--- src/rtl/pwr_seq_pkg.sv ---
// Constants, state encoding and register map of the power state machine.
// Assumes a single 125 MHz clock and APB access from the host side.

package pwr_seq_pkg;

  // ==========================================================================
  // Timing
  localparam int unsigned CLK_MHZ          = 125;
  localparam int unsigned SWOFF_TIME_US    = 500;
  localparam int unsigned SWOFF_CYC        = SWOFF_TIME_US * CLK_MHZ;
  localparam int unsigned ST_GAP_TIME_US   = 2000;
  localparam int unsigned ST_GAP_CYC       = ST_GAP_TIME_US * CLK_MHZ;
  localparam int unsigned HOLD_TIME_US     = 1000;
  localparam int unsigned HOLD_CYC         = HOLD_TIME_US * CLK_MHZ;
  localparam int unsigned OV_DBNC_TIME_US  = 10;
  localparam int unsigned OV_DBNC_CYC      = OV_DBNC_TIME_US * CLK_MHZ;
  localparam int unsigned ST_MAX_TRIES     = 3;
  localparam int unsigned TMR_W            = 20;

  // ==========================================================================
  // States
  typedef enum logic [9:0] {
    S_FUSE_LOAD  = 10'h001,
    S_LOW_POWER_OFF_STATE     = 10'h002,
    S_SELF_TEST  = 10'h004,
    S_QUICK_OFF  = 10'h008,
    S_POWER_UP   = 10'h010,
    S_SYSTEM_ON  = 10'h020,
    S_PD_REQ     = 10'h040,
    S_PD_FAULT   = 10'h080,
    S_FS_TRANS   = 10'h100,
    S_FS_LOCK    = 10'h200
  } pwr_state_e;

  // ==========================================================================
  // Register map
  localparam logic [7:0] CTRL_OFS    = 8'h00;
  localparam logic [7:0] LIMIT_OFS   = 8'h04;
  localparam logic [7:0] STATUS_OFS  = 8'h08;
  localparam logic [7:0] COUNT_OFS   = 8'h0C;

  localparam int unsigned CTRL_LPM_BIT    = 0;
  localparam int unsigned CTRL_SWOFF_BIT  = 1;
  localparam int unsigned CTRL_OVSD_BIT   = 2;
  localparam int unsigned CTRL_EDGE_BIT   = 3;
  localparam int unsigned CTRL_BYP_BIT    = 4;
  localparam int unsigned LIM_FS_LSB      = 4;
  localparam int unsigned STAT_TRIM_BIT   = 16;
  localparam int unsigned STAT_CFG_BIT    = 17;
  localparam int unsigned STAT_STEST_BIT  = 18;
  localparam int unsigned STAT_RST_BIT    = 19;
  localparam int unsigned CNT_TRY_LSB     = 8;

  localparam logic [3:0] FAULT_LIM_RST = 4'h3;
  localparam logic [3:0] FS_LIM_RST    = 4'h3;

endpackage : pwr_seq_pkg

--- src/rtl/pwr_state_machine.sv ---
// Top-level power state machine with APB register access.
// Assumes all status inputs are synchronous to SYS_CLK and that the rail
// sequencer, fuse loader and self-test engine answer with done pulses.
//
// Local design decisions: the register addresses and the APB register port.

`timescale 1ns/1ns

module pwr_state_machine #(
  parameter int unsigned SWOFF_CYCLES  = pwr_seq_pkg::SWOFF_CYC,
  parameter int unsigned ST_GAP_CYCLES = pwr_seq_pkg::ST_GAP_CYC,
  parameter int unsigned HOLD_CYCLES   = pwr_seq_pkg::HOLD_CYC
) (
  input  wire logic        SYS_CLK,
  input  wire logic        RST_N,
  input  wire logic        PSEL,
  input  wire logic        PENABLE,
  input  wire logic        PWRITE,
  input  wire logic [7:0]  PADDR,
  input  wire logic [31:0] PWDATA,
  output logic             PREADY,
  output logic [31:0]      PRDATA,
  output logic             PSLVERR,
  input  wire logic        POWER_ON_PIN,
  input  wire logic        TEST_MODE_ENABLE_PIN,
  input  wire logic        VIN_ABOVE_UV,
  input  wire logic        VIN_OVER_OV,
  input  wire logic        OV_LOCKOUT_DISABLE,
  input  wire logic        TJ_OVER_LIMIT,
  input  wire logic        DIGITAL_CORE_OK,
  input  wire logic        ANALOG_CORE_OK,
  input  wire logic        CONFIG_SELECT_PIN,
  input  wire logic        FUSE_LOAD_DONE,
  input  wire logic        FUSE_TRIM_CRC_ERR,
  input  wire logic        FUSE_CFG_CRC_ERR,
  input  wire logic        SELFTEST_DONE,
  input  wire logic        SELFTEST_PASS,
  input  wire logic        POWERUP_RESET_STEP,
  input  wire logic        POWERUP_FAIL,
  input  wire logic        POWERDOWN_DONE,
  input  wire logic        FAULT_TIMER_EXPIRED,
  input  wire logic [3:0]  FAULT_COUNTER,
  output logic             PROCESSOR_RESET_OUT_N,
  output logic             FUSE_LOAD_REQ,
  output logic             FUNC_LOAD_REQ,
  output logic             ALWAYS_ON_CFG,
  output logic             SELFTEST_START,
  output logic             POWERUP_START,
  output logic             POWERDOWN_START,
  output logic             FAILSAFE_LOCKED,
  output pwr_seq_pkg::pwr_state_e PMIC_STATE
);
  import pwr_seq_pkg::*;

  // ==========================================================================
  // State record
  typedef struct packed {
    pwr_state_e       st;
    logic             pin_d;
    logic             lpm;
    logic             swoff;
    logic             ovsd_en;
    logic             edge_mode;
    logic             fs_bypass;
    logic [3:0]       fault_lim;
    logic [3:0]       fs_lim;
    logic             trim_err;
    logic             cfg_err;
    logic             stest_err;
    logic [3:0]       failsafe_counter;
    logic [1:0]       st_tries;
    logic             busy;
    logic             armed;
    logic             hold_arm;
    logic [TMR_W-1:0] tmr;
    logic [TMR_W-1:0] sw_tmr;
    logic [TMR_W-1:0] ov_tmr;
    logic             rst_out_n;
    logic             fuse_req;
    logic             func_req;
    logic             aon_cfg;
    logic             st_start;
    logic             pu_start;
    logic             pd_start;
    logic             pready;
    logic [31:0]      prdata;
    logic             pslverr;
  } pwr_s;

  localparam logic [TMR_W-1:0] SWOFF_T = TMR_W'(SWOFF_CYCLES);
  localparam logic [TMR_W-1:0] GAP_T   = TMR_W'(ST_GAP_CYCLES);
  localparam logic [TMR_W-1:0] HOLD_T  = TMR_W'(HOLD_CYCLES);
  localparam logic [TMR_W-1:0] OVDB_T  = TMR_W'(OV_DBNC_CYC);
  localparam logic [1:0]       TRIES_T = 2'(ST_MAX_TRIES);

  pwr_s r_r;
  pwr_s r_nxt;
  logic rst_sync1_r;
  logic rst_sync2_r;

  logic fall;
  logic pu_event;
  logic env_ok;
  logic flags_ok;
  logic fault_off;
  logic req_off;
  logic apb_acc;

  // ==========================================================================
  // Reset release
  always_ff @(posedge SYS_CLK or negedge RST_N) begin
    if (!RST_N) begin
      rst_sync1_r <= 1'b0;
      rst_sync2_r <= 1'b0;
    end else begin
      rst_sync1_r <= 1'b1;
      rst_sync2_r <= rst_sync1_r;
    end
  end

  // ==========================================================================
  // Event qualification
  always_comb begin
    fall     = r_r.pin_d & ~POWER_ON_PIN;
    pu_event = r_r.edge_mode ? fall : POWER_ON_PIN;
    env_ok   = VIN_ABOVE_UV & (~VIN_OVER_OV | OV_LOCKOUT_DISABLE) & ~TJ_OVER_LIMIT;
    flags_ok = ~r_r.trim_err & ~r_r.cfg_err & ~r_r.stest_err;
    fault_off = FAULT_TIMER_EXPIRED | (FAULT_COUNTER == r_r.fault_lim)
              | TJ_OVER_LIMIT;
    req_off  = (~r_r.edge_mode & ~POWER_ON_PIN)
             | (r_r.hold_arm & (r_r.tmr >= HOLD_T))
             | (r_r.swoff & (r_r.sw_tmr >= SWOFF_T))
             | (r_r.ovsd_en & (r_r.ov_tmr >= OVDB_T));
    apb_acc  = PSEL & PENABLE & ~r_r.pready;
  end

  // ==========================================================================
  // Next state
  always_comb begin
    r_nxt          = r_r;
    r_nxt.pin_d    = POWER_ON_PIN;
    r_nxt.fuse_req = 1'b0;
    r_nxt.func_req = 1'b0;
    r_nxt.aon_cfg  = 1'b0;
    r_nxt.st_start = 1'b0;
    r_nxt.pu_start = 1'b0;
    r_nxt.pd_start = 1'b0;
    r_nxt.pready   = 1'b0;
    r_nxt.pslverr  = 1'b0;

    case (r_r.st)
      S_FUSE_LOAD: begin
        r_nxt.rst_out_n = 1'b0;
        if (!r_r.busy && DIGITAL_CORE_OK && ANALOG_CORE_OK) begin
          r_nxt.busy     = 1'b1;
          r_nxt.fuse_req = 1'b1;
          r_nxt.func_req = CONFIG_SELECT_PIN;
        end else if (r_r.busy && FUSE_LOAD_DONE) begin
          r_nxt.busy     = 1'b0;
          r_nxt.trim_err = FUSE_TRIM_CRC_ERR;
          r_nxt.cfg_err  = FUSE_CFG_CRC_ERR;
          r_nxt.aon_cfg  = ~FUSE_TRIM_CRC_ERR & ~FUSE_CFG_CRC_ERR;
          r_nxt.st       = S_LOW_POWER_OFF_STATE;
        end
      end
      S_LOW_POWER_OFF_STATE: begin
        r_nxt.rst_out_n = 1'b0;
        r_nxt.armed     = 1'b0;
        // A hold count left from system-on would otherwise delay the first self-test.
        r_nxt.tmr       = '0;
        r_nxt.st_tries  = 2'h0;
        r_nxt.busy      = 1'b0;
        if (TEST_MODE_ENABLE_PIN || r_r.lpm) begin
          r_nxt.st = S_SELF_TEST;
        end else if (pu_event && env_ok && !r_r.trim_err && !r_r.cfg_err) begin
          r_nxt.armed = 1'b1;
          r_nxt.st    = S_SELF_TEST;
        end
        // Other events here are dropped; fuse errors keep the device off.
      end
      S_SELF_TEST: begin
        if (!r_r.busy) begin
          if (r_r.tmr != '0) begin
            r_nxt.tmr = r_r.tmr - 1'b1;
          end else begin
            r_nxt.busy     = 1'b1;
            r_nxt.st_start = 1'b1;
          end
        end else if (SELFTEST_DONE) begin
          r_nxt.busy = 1'b0;
          if (SELFTEST_PASS) begin
            r_nxt.stest_err = 1'b0;
            r_nxt.st        = S_QUICK_OFF;
          end else if (r_r.st_tries + 2'h1 < TRIES_T) begin
            // Retry after a settling gap so bandgap and clocks can settle.
            r_nxt.st_tries = r_r.st_tries + 2'h1;
            r_nxt.tmr      = GAP_T;
          end else if (!TEST_MODE_ENABLE_PIN) begin
            r_nxt.stest_err = 1'b1;
            r_nxt.st        = S_FS_TRANS;
            r_nxt.failsafe_counter    = r_r.failsafe_counter + 4'h1;
          end else begin
            r_nxt.stest_err = 1'b1;
            r_nxt.st        = S_QUICK_OFF;
          end
        end
      end
      S_QUICK_OFF: begin
        r_nxt.tmr = '0;
        if (r_r.armed && !r_r.lpm && !TEST_MODE_ENABLE_PIN && flags_ok) begin
          r_nxt.st       = S_POWER_UP;
          r_nxt.pu_start = 1'b1;
        end else if ((r_r.lpm || TEST_MODE_ENABLE_PIN) && pu_event && env_ok
                     && flags_ok) begin
          r_nxt.st       = S_POWER_UP;
          r_nxt.pu_start = 1'b1;
        end
        r_nxt.armed = 1'b0;
      end
      S_POWER_UP: begin
        if (POWERUP_FAIL) begin
          r_nxt.st       = S_PD_FAULT;
          r_nxt.pd_start = 1'b1;
        end else if (POWERUP_RESET_STEP) begin
          r_nxt.rst_out_n = 1'b1;
          r_nxt.st        = S_SYSTEM_ON;
          r_nxt.hold_arm  = 1'b0;
          r_nxt.tmr       = '0;
          r_nxt.sw_tmr    = '0;
          r_nxt.ov_tmr    = '0;
        end
      end
      S_SYSTEM_ON: begin
        if (fall) begin
          r_nxt.hold_arm = 1'b1;
          r_nxt.tmr      = '0;
        end else if (POWER_ON_PIN || !r_r.edge_mode) begin
          r_nxt.hold_arm = 1'b0;
        end else if (r_r.hold_arm && r_r.tmr < HOLD_T) begin
          r_nxt.tmr = r_r.tmr + 1'b1;
        end
        if (r_r.swoff && r_r.sw_tmr < SWOFF_T) begin
          r_nxt.sw_tmr = r_r.sw_tmr + 1'b1;
        end
        if (VIN_OVER_OV) begin
          if (r_r.ov_tmr < OVDB_T) begin
            r_nxt.ov_tmr = r_r.ov_tmr + 1'b1;
          end
        end else begin
          r_nxt.ov_tmr = '0;
        end
        // Faults win over a requested turn-off in the same cycle.
        if (fault_off) begin
          r_nxt.st        = S_PD_FAULT;
          r_nxt.rst_out_n = 1'b0;
          r_nxt.pd_start  = 1'b1;
        end else if (req_off) begin
          r_nxt.st        = S_PD_REQ;
          r_nxt.rst_out_n = 1'b0;
          r_nxt.pd_start  = 1'b1;
        end
      end
      S_PD_REQ: begin
        r_nxt.swoff    = 1'b0;
        r_nxt.hold_arm = 1'b0;
        if (POWERDOWN_DONE) begin
          r_nxt.st = S_LOW_POWER_OFF_STATE;
        end
      end
      S_PD_FAULT: begin
        r_nxt.rst_out_n = 1'b0;
        r_nxt.swoff     = 1'b0;
        if (POWERDOWN_DONE) begin
          r_nxt.st     = S_FS_TRANS;
          r_nxt.failsafe_counter = r_r.failsafe_counter + 4'h1;
        end
      end
      S_FS_TRANS: begin
        if (r_r.failsafe_counter < r_r.fs_lim || r_r.fs_bypass) begin
          r_nxt.st = S_LOW_POWER_OFF_STATE;
        end else begin
          r_nxt.st = S_FS_LOCK;
        end
      end
      S_FS_LOCK: begin
        r_nxt.rst_out_n = 1'b0;
      end
      default: begin
        r_nxt.st = S_FUSE_LOAD;
      end
    endcase

    // APB slave: the answer comes one cycle into the access phase, so every
    // bus output is a flip-flop; writes land on the edge that shows pready.
    if (apb_acc) begin
      r_nxt.pready = 1'b1;
      r_nxt.prdata = 32'h0000_0000;
      case (PADDR)
        CTRL_OFS: begin
          if (PWRITE) begin
            r_nxt.lpm       = PWDATA[CTRL_LPM_BIT];
            r_nxt.ovsd_en   = PWDATA[CTRL_OVSD_BIT];
            r_nxt.edge_mode = PWDATA[CTRL_EDGE_BIT];
            r_nxt.fs_bypass = PWDATA[CTRL_BYP_BIT];
            if (PWDATA[CTRL_SWOFF_BIT] && r_r.st == S_SYSTEM_ON && !r_r.swoff) begin
              r_nxt.swoff  = 1'b1;
              r_nxt.sw_tmr = '0;
            end
          end else begin
            r_nxt.prdata[CTRL_LPM_BIT]   = r_r.lpm;
            r_nxt.prdata[CTRL_SWOFF_BIT] = r_r.swoff;
            r_nxt.prdata[CTRL_OVSD_BIT]  = r_r.ovsd_en;
            r_nxt.prdata[CTRL_EDGE_BIT]  = r_r.edge_mode;
            r_nxt.prdata[CTRL_BYP_BIT]   = r_r.fs_bypass;
          end
        end
        LIMIT_OFS: begin
          if (PWRITE) begin
            r_nxt.fault_lim = PWDATA[3:0];
            r_nxt.fs_lim    = PWDATA[LIM_FS_LSB +: 4];
          end else begin
            r_nxt.prdata[3:0]            = r_r.fault_lim;
            r_nxt.prdata[LIM_FS_LSB +: 4] = r_r.fs_lim;
          end
        end
        STATUS_OFS: begin
          r_nxt.prdata[9:0]            = r_r.st;
          r_nxt.prdata[STAT_TRIM_BIT]  = r_r.trim_err;
          r_nxt.prdata[STAT_CFG_BIT]   = r_r.cfg_err;
          r_nxt.prdata[STAT_STEST_BIT] = r_r.stest_err;
          r_nxt.prdata[STAT_RST_BIT]   = r_r.rst_out_n;
        end
        COUNT_OFS: begin
          r_nxt.prdata[3:0]               = r_r.failsafe_counter;
          r_nxt.prdata[CNT_TRY_LSB +: 2]  = r_r.st_tries;
        end
        default: begin
          r_nxt.pslverr = 1'b1;
        end
      endcase
    end
  end

  // ==========================================================================
  // State register
  always_ff @(posedge SYS_CLK or negedge rst_sync2_r) begin
    if (!rst_sync2_r) begin
      r_r           <= '0;
      r_r.st        <= S_FUSE_LOAD;
      r_r.fault_lim <= FAULT_LIM_RST;
      r_r.fs_lim    <= FS_LIM_RST;
    end else begin
      r_r <= r_nxt;
    end
  end

  // ==========================================================================
  // Outputs
  always_comb begin
    PREADY                = r_r.pready;
    PRDATA                = r_r.prdata;
    PSLVERR               = r_r.pslverr;
    PROCESSOR_RESET_OUT_N = r_r.rst_out_n;
    FUSE_LOAD_REQ         = r_r.fuse_req;
    FUNC_LOAD_REQ         = r_r.func_req;
    ALWAYS_ON_CFG         = r_r.aon_cfg;
    SELFTEST_START        = r_r.st_start;
    POWERUP_START         = r_r.pu_start;
    POWERDOWN_START       = r_r.pd_start;
    FAILSAFE_LOCKED       = (r_r.st == S_FS_LOCK);
    PMIC_STATE            = r_r.st;
  end

endmodule : pwr_state_machine

--- config.mk ---
export PLATFORM = sky130hd
export DESIGN_NAME = pwr_state_machine
export DESIGN_NICKNAME = d
export VERILOG_FILES = /design/src/rtl/pwr_seq_pkg.sv /design/src/rtl/pwr_state_machine.sv
export SDC_FILE = /design/constraint.sdc
export NUM_CORES = 1
export LEC_CHECK = 0
export ABC_AREA = 0
export BUFFER_PORTS_ARGS = -buffer_cell sky130_fd_sc_hd__buf_2
export CAP_MARGIN = 30
export CORE_ASPECT_RATIO = 0.8
export CORE_MARGIN = 2
export CORE_UTILIZATION = 46
export CTS_CLUSTER_SIZE = 10
export DETAILED_ROUTE_END_ITERATION = 10
export PLACE_DENSITY_LB_ADDON = 0.15
export SLEW_MARGIN = 20
export SYNTH_ARGS = -nofsm -noshare
export SYNTH_HDL_FRONTEND = slang
export SYNTH_SLANG_ARGS = --single-unit
--- constraint.sdc ---
create_clock -name SYS_CLK -period 3.3 [get_ports SYS_CLK]
set_input_delay 0.66 -clock SYS_CLK [delete_from_list [all_inputs] [get_ports SYS_CLK]]
set_output_delay 0.66 -clock SYS_CLK [all_outputs]
set_load 0.05 [all_outputs]
Yosys cells after proc, flatten, opt, wreduce, memory -nomap -nowiden
Cells that the tools add are included.
{"block": "totals", "register_bits": 121, "inputBits": 67, "out_inout_bits": 52, "word_cells": 260}
{"block": "op_classes", "add_sub_neg": 6, "order_cmp": 8, "n_eq_ne": 41, "n_mux": 91, "n_bitwise": 30, "n_reduce_logical": 52}
{"cell": "$mux 20", "n": 14}
{"cell": "$mux 10", "n": 17}
{"cell": "$mux 62", "n": 2}
{"cell": "$pmux 10 s10", "n": 1}
{"cell": "$pmux 20 s4", "n": 1}
{"cell": "$pmux 40 s2", "n": 1}
{"cell": "$add 20x1->20 const B", "n": 3}
{"cell": "$ne 3x3->1 const B", "n": 14}
{"cell": "$mux 34", "n": 1}
{"cell": "$ne 2x2->1 const B", "n": 13}
{"cell": "$mux 1", "n": 24}
{"cell": "$mux 8", "n": 3}
{"cell": "$mux 21", "n": 1}
{"cell": "$ge 20x11->1 const B", "n": 1}
{"cell": "$ge 20x16->1 const B", "n": 1}
{"cell": "$ge 20x17->1 const B", "n": 1}
{"cell": "$lt 20x11->1 const B", "n": 1}
{"cell": "$lt 20x16->1 const B", "n": 1}
{"cell": "$lt 20x17->1 const B", "n": 1}
{"cell": "$mux 4", "n": 5}
{"cell": "$reduce_bool 20->1", "n": 1}
{"cell": "$sub 20x1->20 const B", "n": 1}
{"cell": "$eq 8x4->1 const B", "n": 2}
{"cell": "$logic_and 1x1->1", "n": 16}
{"cell": "47 further kinds", "n": 102}

Longest topological paths before layout
Gate-level depths: netlist (run 1).
{"block": "logic_depth", "ltp_word": 10, "ltp_mapped": 11, "ltp_nobuf": 9}

Worst setup path after synthesis (run 1)
No wires, ideal clock.
{"block": "synth_path", "path_type": "input port to flip-flop", "startpoint": "in TJ_OVER_LIMIT", "endpoint": "reg r_r, in the netlist PMIC_STATE[3]", "setup_ns": 0.095, "arrival_time_ns": 2.386, "required_ns": 3.205, "slack_ns": 0.819, "cell_stages": 7, "n_path_buf": 0, "cell_sequence": "or4b_1 -> a2111oi_4 -> a22oi_1 -> o21ai_1 -> nand3_1 -> or2_1 -> o31ai_1"}
{"block": "synth_via", "elab_chain_len": 7, "elab_cells_between_ends": 14, "cone_classes": "3 x eq/ne; 2 x mux; 3 x bitwise; 6 x reduce/logical"}
{"item": "start, declared", "line": "pwr_state_machine.sv:29", "text": "input wire logic TJ_OVER_LIMIT,"}
{"item": "$not 1->1", "line": "pwr_state_machine.sv:126", "text": "env_ok = VIN_ABOVE_UV & (~VIN_OVER_OV | OV_LOCKOUT_DISABLE) & ~TJ_OVER_LIMIT;"}
{"item": "$and 1x1->1", "line": "pwr_state_machine.sv:126"}
{"item": "$logic_and 1x1->1 (3 in series)", "line": "pwr_state_machine.sv:175", "text": "end else if (pu_event && env_ok && !r_r.trim_err && !r_r.cfg_err) begin"}
{"item": "$ne 3x3->1 (no source line)"}
{"item": "$reduce_and 12->1 (no source line)"}
{"item": "end signal, assigned", "line": "pwr_state_machine.sv:353", "text": "r_r <= r_nxt;"}
{"item": "end, declared", "line": "pwr_state_machine.sv:96", "text": "pwr_s r_r;"}
Parallel ways exist; a longest one is shown, timed or not.
A chain may end at the register's enable or synchronous reset.

Worst setup path in the final report (run 1)
{"block": "layout_path", "startpoint": "reg r_r, in the netlist PMIC_STATE[3]", "endpoint": "out FAILSAFE_LOCKED"}
{"block": "layout_via", "elab_chain_len": 1}
{"item": "$eq 10x10->1", "line": "pwr_state_machine.sv:370", "text": "FAILSAFE_LOCKED = (r_r.st == S_FS_LOCK);"}
{"item": "end, declared", "line": "pwr_state_machine.sv:50", "text": "output logic FAILSAFE_LOCKED,"}
No other way between the ends.

==> results.py, run 1 <==
metrics = {
    "status": {
        "outcome": "finished clean",
    },
    "clocking": {
        "holdBufCountCts": 0,
        "numCtsBuffers": 17,
        "cts_tree": "built",
        "root_buffer": "clkbuf_16",
        "cts_resized": 0,
        "cts.sinks": 121,
        "post_cts_buffers": 0,
        "clock_path_buffers": 2,
        "cts.clk_slew.worst_paths_ns": 0.05,
        "htreeDepth": 4,
        "clock_latency_ns": 0.42,
    },
    "final_layout": {
        "final_nets": 940,
        "stdcell_area_um2": 8225,
        "mostFrequentLayoutCells": "dfrtp_1 (115), nand2_1 (80), buf_2 (76), nor2_1 (68), o21ai_0 (62)",
        "layout_commonest_cell": "dfrtp_1",
        "area_growth_pct": 12.97,
        "antenna_cells": 0,
        "layout.cells.non_filler": 1089,
        "regMostFlops": "r_r",
        "drive_gt1_frac": 0.1922,
        "n_fill_cell": 1458,
        "largest_register_ff_count": 86,
    },
    "placed_design": {
        "placed_area_um2": 7596,
        "placed_cells": 1057,
        "numPortBuffers": 76,
        "gp_congestion": 0.9222,
        "hpwl_um": 13550,
    },
    "timing": {
        "setup_violations": 0,
        "min_period_ns": 3.060,
        "slew_headroom": 0.5081,
        "finalMaxSlewViolations": 0,
        "whs_ns": 0.01711,
        "fmax_ghz": 0.3268,
        "finalCritPeriodShare": 0.9274,
        "worst_slew_pin_slew_ns": 0.7352,
        "clock_skew_ns": 0.01235,
        "setup_tns_ns": 0,
        "hold_viol_final": 0,
        "rsz0062_at_grt": "no",
    },
    "setup_path": {
        "criticalPathCategory": "register to output pin",
        "arrival_ns": 2.40,
        "cp-end-kind": "output pin",
        "crit_path_start_kind": "register",
        "worstPathRequired_ns": 2.64,
        "reg2reg_depth": 7,
        "crit_fanout": 10,
    },
    "detailed_routing": {
        "via_per_inst": 5.817,
        "ant_nets": 0,
        "drc": 0,
        "firstDrtPassIters": 5,
        "drt_wl_total_um": 18530,
        "via_count": 6335,
        "wl_per_cell_um": 17.02,
        "drt_iter0_drc": 588,
    },
    "synth": {
        "synth_xor_area_frac": 0.02406,
        "yosysTopAreaCell": "dfrtp_1",
        "synth.area.mux_share": 0.02870,
        "avgSynthCellArea_um2": 8.890,
        "yosys_warnings": 0,
        "synth_area_leaders": "dfrtp_1 (40%), buf_4 (4.6%), o21ai_0 (4.3%), nand2_1 (4.1%), nor2_1 (3.5%)",
        "synthSimpleGateAreaFrac": 0.2482,
        "synth-seq-area-share": 0.4167,
        "synth_area_um2": 7281,
        "synth_top_area_frac": 0.3987,
        "synthAdderAreaFrac": 0.02062,
        "synth-compound-area-share": 0.1789,
        "netlist_instances": 819,
        "synth_flop_cell": "dfrtp_1",
        "ys_seq_elements": 121,
        "async_flop_share": 1.000,
        "ys_types": 79,
        "synth-edff-count": 0,
        "synth_top_family_by_area": "simple AND/OR/NAND/NOR gates",
    },
    "floorplan": {
        "die_h_um": 116.5,
        "start_util": 0.4653,
        "placementRows": 41,
        "fp.dieW_um": 144.7,
        "core_area_um2": 15650,
        "io_pins": 119,
        "dieArea_um2": 16860,
    },
    "global_routing": {
        "grt_max_degree": 44,
        "grt-ovfl-total": 0,
        "antenna_found_initial": 0,
        "grt_pass1_wl_um": 30100,
        "grt_pass1_vias": 5809,
        "grt_use_total": 0.2309,
    },
    "job": {
        "maxCapViolations": 0,
    },
    "worst_hold_path": {
        "hold_path_class": "input port to async pin",
    },
    "power": {
        "worst_ir_drop_vdd_mv": 0.3874,
        "total_leakage_power_nw": 3.769,
        "power_density_nw_per_um2": 692.3,
    },
}
==> cells by family (layout without fill, tap and decap cells) <==
kind of cell | Yosys count | count (layout)
xor gates and xnor gates | 20 | 20
muxes | 19 | 19
AOI/OAI and AO/OA | 202 | 202
other | 2 | 19
and+or+nand+nor | 340 | 340
DFF | 121 | 121
adders and majority gates | 12 | 12
buffers and inverters | 103 | 141
==> layer usage <==
metal	vias up	wire [µm]	global-route usage
met5	-	0	0
met3	22	1256	0.04428
met2	237	8199	0.3517
met4	0	296	0.08026
li1	3007	-	-
met1	3069	8778	0.3307
==> synth_stat cells (6+ instances only) <==
master    number
and2_1        14
nor2_1        68
nor4_1        14
xor2_1        14
nand3_1       36
o31ai_1       10
o22ai_1       10
ha_1          12
mux2_2        15
buf_4         45
dfrtp_1      116
a31oi_1        9
nand2b_1       8
or3_1         12
and3_1        14
a22oi_1       10
nor2b_1        7
clkbuf_1      24
o21ai_0       62
nand2_1       80
nor3_1        31
xnor2_1        6
buf_2          8
a21oi_1       46
nand4_1       16
inv_1         21
==> critical path, cell delays in order (launching register included) <==
cell and delay, ns:
dfrtp_1 0.55, or4_4 0.66, nor3_2 0.18, nand3_1 0.17
inv_1 0.15, buf_2 0.28
==> power breakdown <==
group          switching (W)  internal (W)
registers           0.000341       0.00166
logic                0.00108      0.000642
clock network       0.000666       0.00130
total                0.00209       0.00360
==> worst paths after layout <==
kind | start | end | slack [ns]
max | PMIC_STATE[3] | FAILSAFE_LOCKED | 0.24
min | RST_N | rst_sync1_r | 0.02
max reg2reg | PMIC_STATE[3] | r_r[95] | 0.46
min reg2reg | rst_sync2_r | r_r[50] | 0.31
max in group asynchronous | rst_sync2_r | ALWAYS_ON_CFG | 2.10
min in group SYS_CLK | rst_sync1_r | rst_sync2_r | 0.35
==> area by class of cell <==
| cell class | instances | area [µm²] | share of cell area |
|---|---|---|---|
| Clock buffer | 20 | 456.7 | 0.05552 |
| Clock inverter | 12 | 172.7 | 0.02099 |
| Inverter | 21 | 78.83 | 0.009583 |
| Multi-Input combinational cell | 612 | 3715 | 0.4516 |
| Sequential cell | 121 | 3038 | 0.3693 |
| Tap cell | 215 | 269.0 | 0.03270 |
| Timing Repair Buffer | 88 | 495.5 | 0.06024 |
==> stage by stage <==
step                setup WS [ns]  total power [W]    util
finish                     0.2396         0.005694  0.5257
CTS                        0.2445         0.005702  0.5257
global placement           0.2936         0.003669  0.4842
floorplan                  0.8186         0.003322       -
detailed placement         0.2977         0.003711  0.4855
global route               0.1283         0.006016  0.5257
No activity file was read; power rests on OpenSTA's default activity.
==> run 2, diff against run 1 <==
Settings changed: HOLD_SLACK_MARGIN from default to 0.05.
==> run 2 against run 1 <==
- final area increased by 0.12%
- largest power group unchanged
- final cell count hardly changed
- largest cell class unchanged
- critical endpoint unchanged
- global-route usage hardly changed
==> results.py, run 2 (synthesized netlist as in run 1, its figures left out) <==
metrics = {
    "final_layout": {
        "antenna_cells": 0,
        "regMostFlops": "r_r",
        "register_area_um2": 3038,
        "fin_util": 0.5263,
        "n_fill_cell": 1457,
        "drive_gt1_frac": 0.1920,
        "largest_register_ff_count": 86,
        "final_nets": 941,
        "layout_commonest_cell": "dfrtp_1",
        "multiInputGateArea_um2": 3715,
        "mostFrequentLayoutCells": "dfrtp_1 (115), nand2_1 (80), buf_2 (76), nor2_1 (68), o21ai_0 (62)",
        "area_growth_pct": 13.11,
        "stdcell_area_um2": 8235,
    },
    "setup_path": {
        "crit_fanout": 10,
        "arrival_ns": 2.41,
        "worstPathRequired_ns": 2.64,
        "criticalPathCategory": "register to output pin",
        "cp-end-kind": "output pin",
        "crit_path_start_kind": "register",
    },
    "job": {
        "maxCapViolations": 0,
    },
    "clocking": {
        "clock_path_buffers": 2,
        "numCtsBuffers": 17,
        "post_cts_buffers": 0,
        "cts.sinks": 121,
        "cts_tree": "built",
        "htreeDepth": 4,
        "cts_resized": 0,
        "cts.clk_slew.worst_paths_ns": 0.05,
        "root_buffer": "clkbuf_16",
        "clock_latency_ns": 0.42,
    },
    "global_routing": {
        "antenna_found_initial": 0,
        "grt_pass1_wl_um": 30110,
        "grt-ovfl-total": 0,
        "grt_use_total": 0.2310,
        "grt_max_degree": 44,
        "grt_pass1_vias": 5810,
    },
    "placed_design": {
        "numPortBuffers": 76,
        "hpwl_um": 13550,
        "gp_congestion": 0.9222,
        "placed_area_um2": 7596,
    },
    "detailed_routing": {
        "drt_wl_total_um": 18530,
        "ant_nets": 0,
        "drt_iter0_drc": 550,
        "via_count": 6332,
        "drc": 0,
        "firstDrtPassIters": 7,
        "via_per_inst": 5.809,
        "wl_per_cell_um": 17.00,
    },
    "timing": {
        "finalCritPeriodShare": 0.9295,
        "finalMaxSlewViolations": 0,
        "rsz0062_at_grt": "no",
        "min_period_ns": 3.067,
        "worst_slew_pin_slew_ns": 0.7318,
        "setup_tns_ns": 0,
        "slew_headroom": 0.5104,
        "hold_viol_final": 0,
        "setup_violations": 0,
        "fmax_ghz": 0.3260,
        "clock_skew_ns": 0.01142,
    },
    "power": {
        "power.switching_w": 0.002099,
        "power_density_nw_per_um2": 692.4,
        "power.share.sequential": 0.351,
        "total_leakage_power_nw": 3.773,
        "swShare": 0.3682,
        "worst_ir_drop_vdd_mv": 0.3883,
        "clockPowerShare": 0.345,
        "internal_power_w": 0.003603,
        "power_frac_comb": 0.304,
    },
    "floorplan": {
        "start_util": 0.4653,
        "dieArea_um2": 16860,
        "io_pins": 119,
        "placementRows": 41,
        "fp.dieW_um": 144.7,
        "die_h_um": 116.5,
        "core_area_um2": 15650,
    },
    "status": {
        "outcome": "finished clean",
    },
    "worst_hold_path": {
        "hold_path_class": "register to async pin",
    },
}
==> run 2: cell count changes in the layout (fill, tap and decap cells not counted) <==
cell           change
dlygate4sd3_1      +1
==> run 2: per-stage QoR <==
step	hold slack, ns	std cells	worst slack [ns]	total power, W
4_1_cts	0.3474	1090	0.2445	0.005703
3_5_place_dp	0.3403	1057	0.2977	0.003711
6_report	0.3080	1090	0.2325	0.005702
2_1_floorplan	0.3311	836	0.8186	0.003322
5_1_grt	0.3545	1090	0.1283	0.006017
3_3_place_gp	0.3366	1056	0.2936	0.003669
==> run 2: critical path, stage by stage, from the launching register on <==
cell	delay, ns
dfrtp_1	0.55
or4_4	0.67
nor3_2	0.18
nand3_1	0.17
inv_1	0.15
buf_2	0.28
==> run 2: what timing repair did <==
item,in CTS,in global routing
hold buffers,1,0
endpoints found under the hold margin,2,0
endpoints found under the setup margin,0,0
==> run 2: routing by layer <==
| metal | track usage | share of wire | vias to the layer above | wire length, µm |
|---|---|---|---|---|
| met4 | 0.08026 | 0.018 | 0 | 342 |
| met5 | 0 | 0 | - | 0 |
| met1 | 0.3310 | 0.48 | 3056 | 8879 |
| met3 | 0.04428 | 0.063 | 30 | 1168 |
| met2 | 0.3517 | 0.44 | 235 | 8135 |
| li1 | - | - | 3011 | - |
==> run 2: path summary, 6_finish.rpt <==
kind / startpoint / depth (start not counted) / slack (ns) / to
worst max-delay path: PMIC_STATE[3] / 5 / 0.23 / FAILSAFE_LOCKED
worst min-delay path: rst_sync2_r / 0 / 0.31 / r_r[50]
worst max register to register: PMIC_STATE[3] / 7 / 0.46 / r_r[95]
worst min register to register: rst_sync2_r / 0 / 0.31 / r_r[50]
max in group asynchronous: rst_sync2_r / 2 / 2.09 / ALWAYS_ON_CFG
min in group SYS_CLK: rst_sync1_r / 0 / 0.35 / rst_sync2_r
==> run 2: final cells by class <==
| class | instances | area share |
|---|---|---|
| Clock buffer | 20 | 0.05545 |
| Clock inverter | 12 | 0.02097 |
| Inverter | 21 | 0.009572 |
| Multi-Input combinational cell | 612 | 0.4511 |
| Sequential cell | 121 | 0.3689 |
| Tap cell | 215 | 0.03266 |
| Timing Repair Buffer | 89 | 0.06138 |
==> run 2: power groups by stage <==
stage,Clock (W),Combinational [W],Sequential [W]
floorplan,0,0.00147,0.00185
CTS,0.00201,0.00171,0.00199
detailed placement,0,0.00170,0.00201
global route,0.00207,0.00191,0.00203
global placement,0,0.00166,0.00201
finish,0.00197,0.00173,0.00200
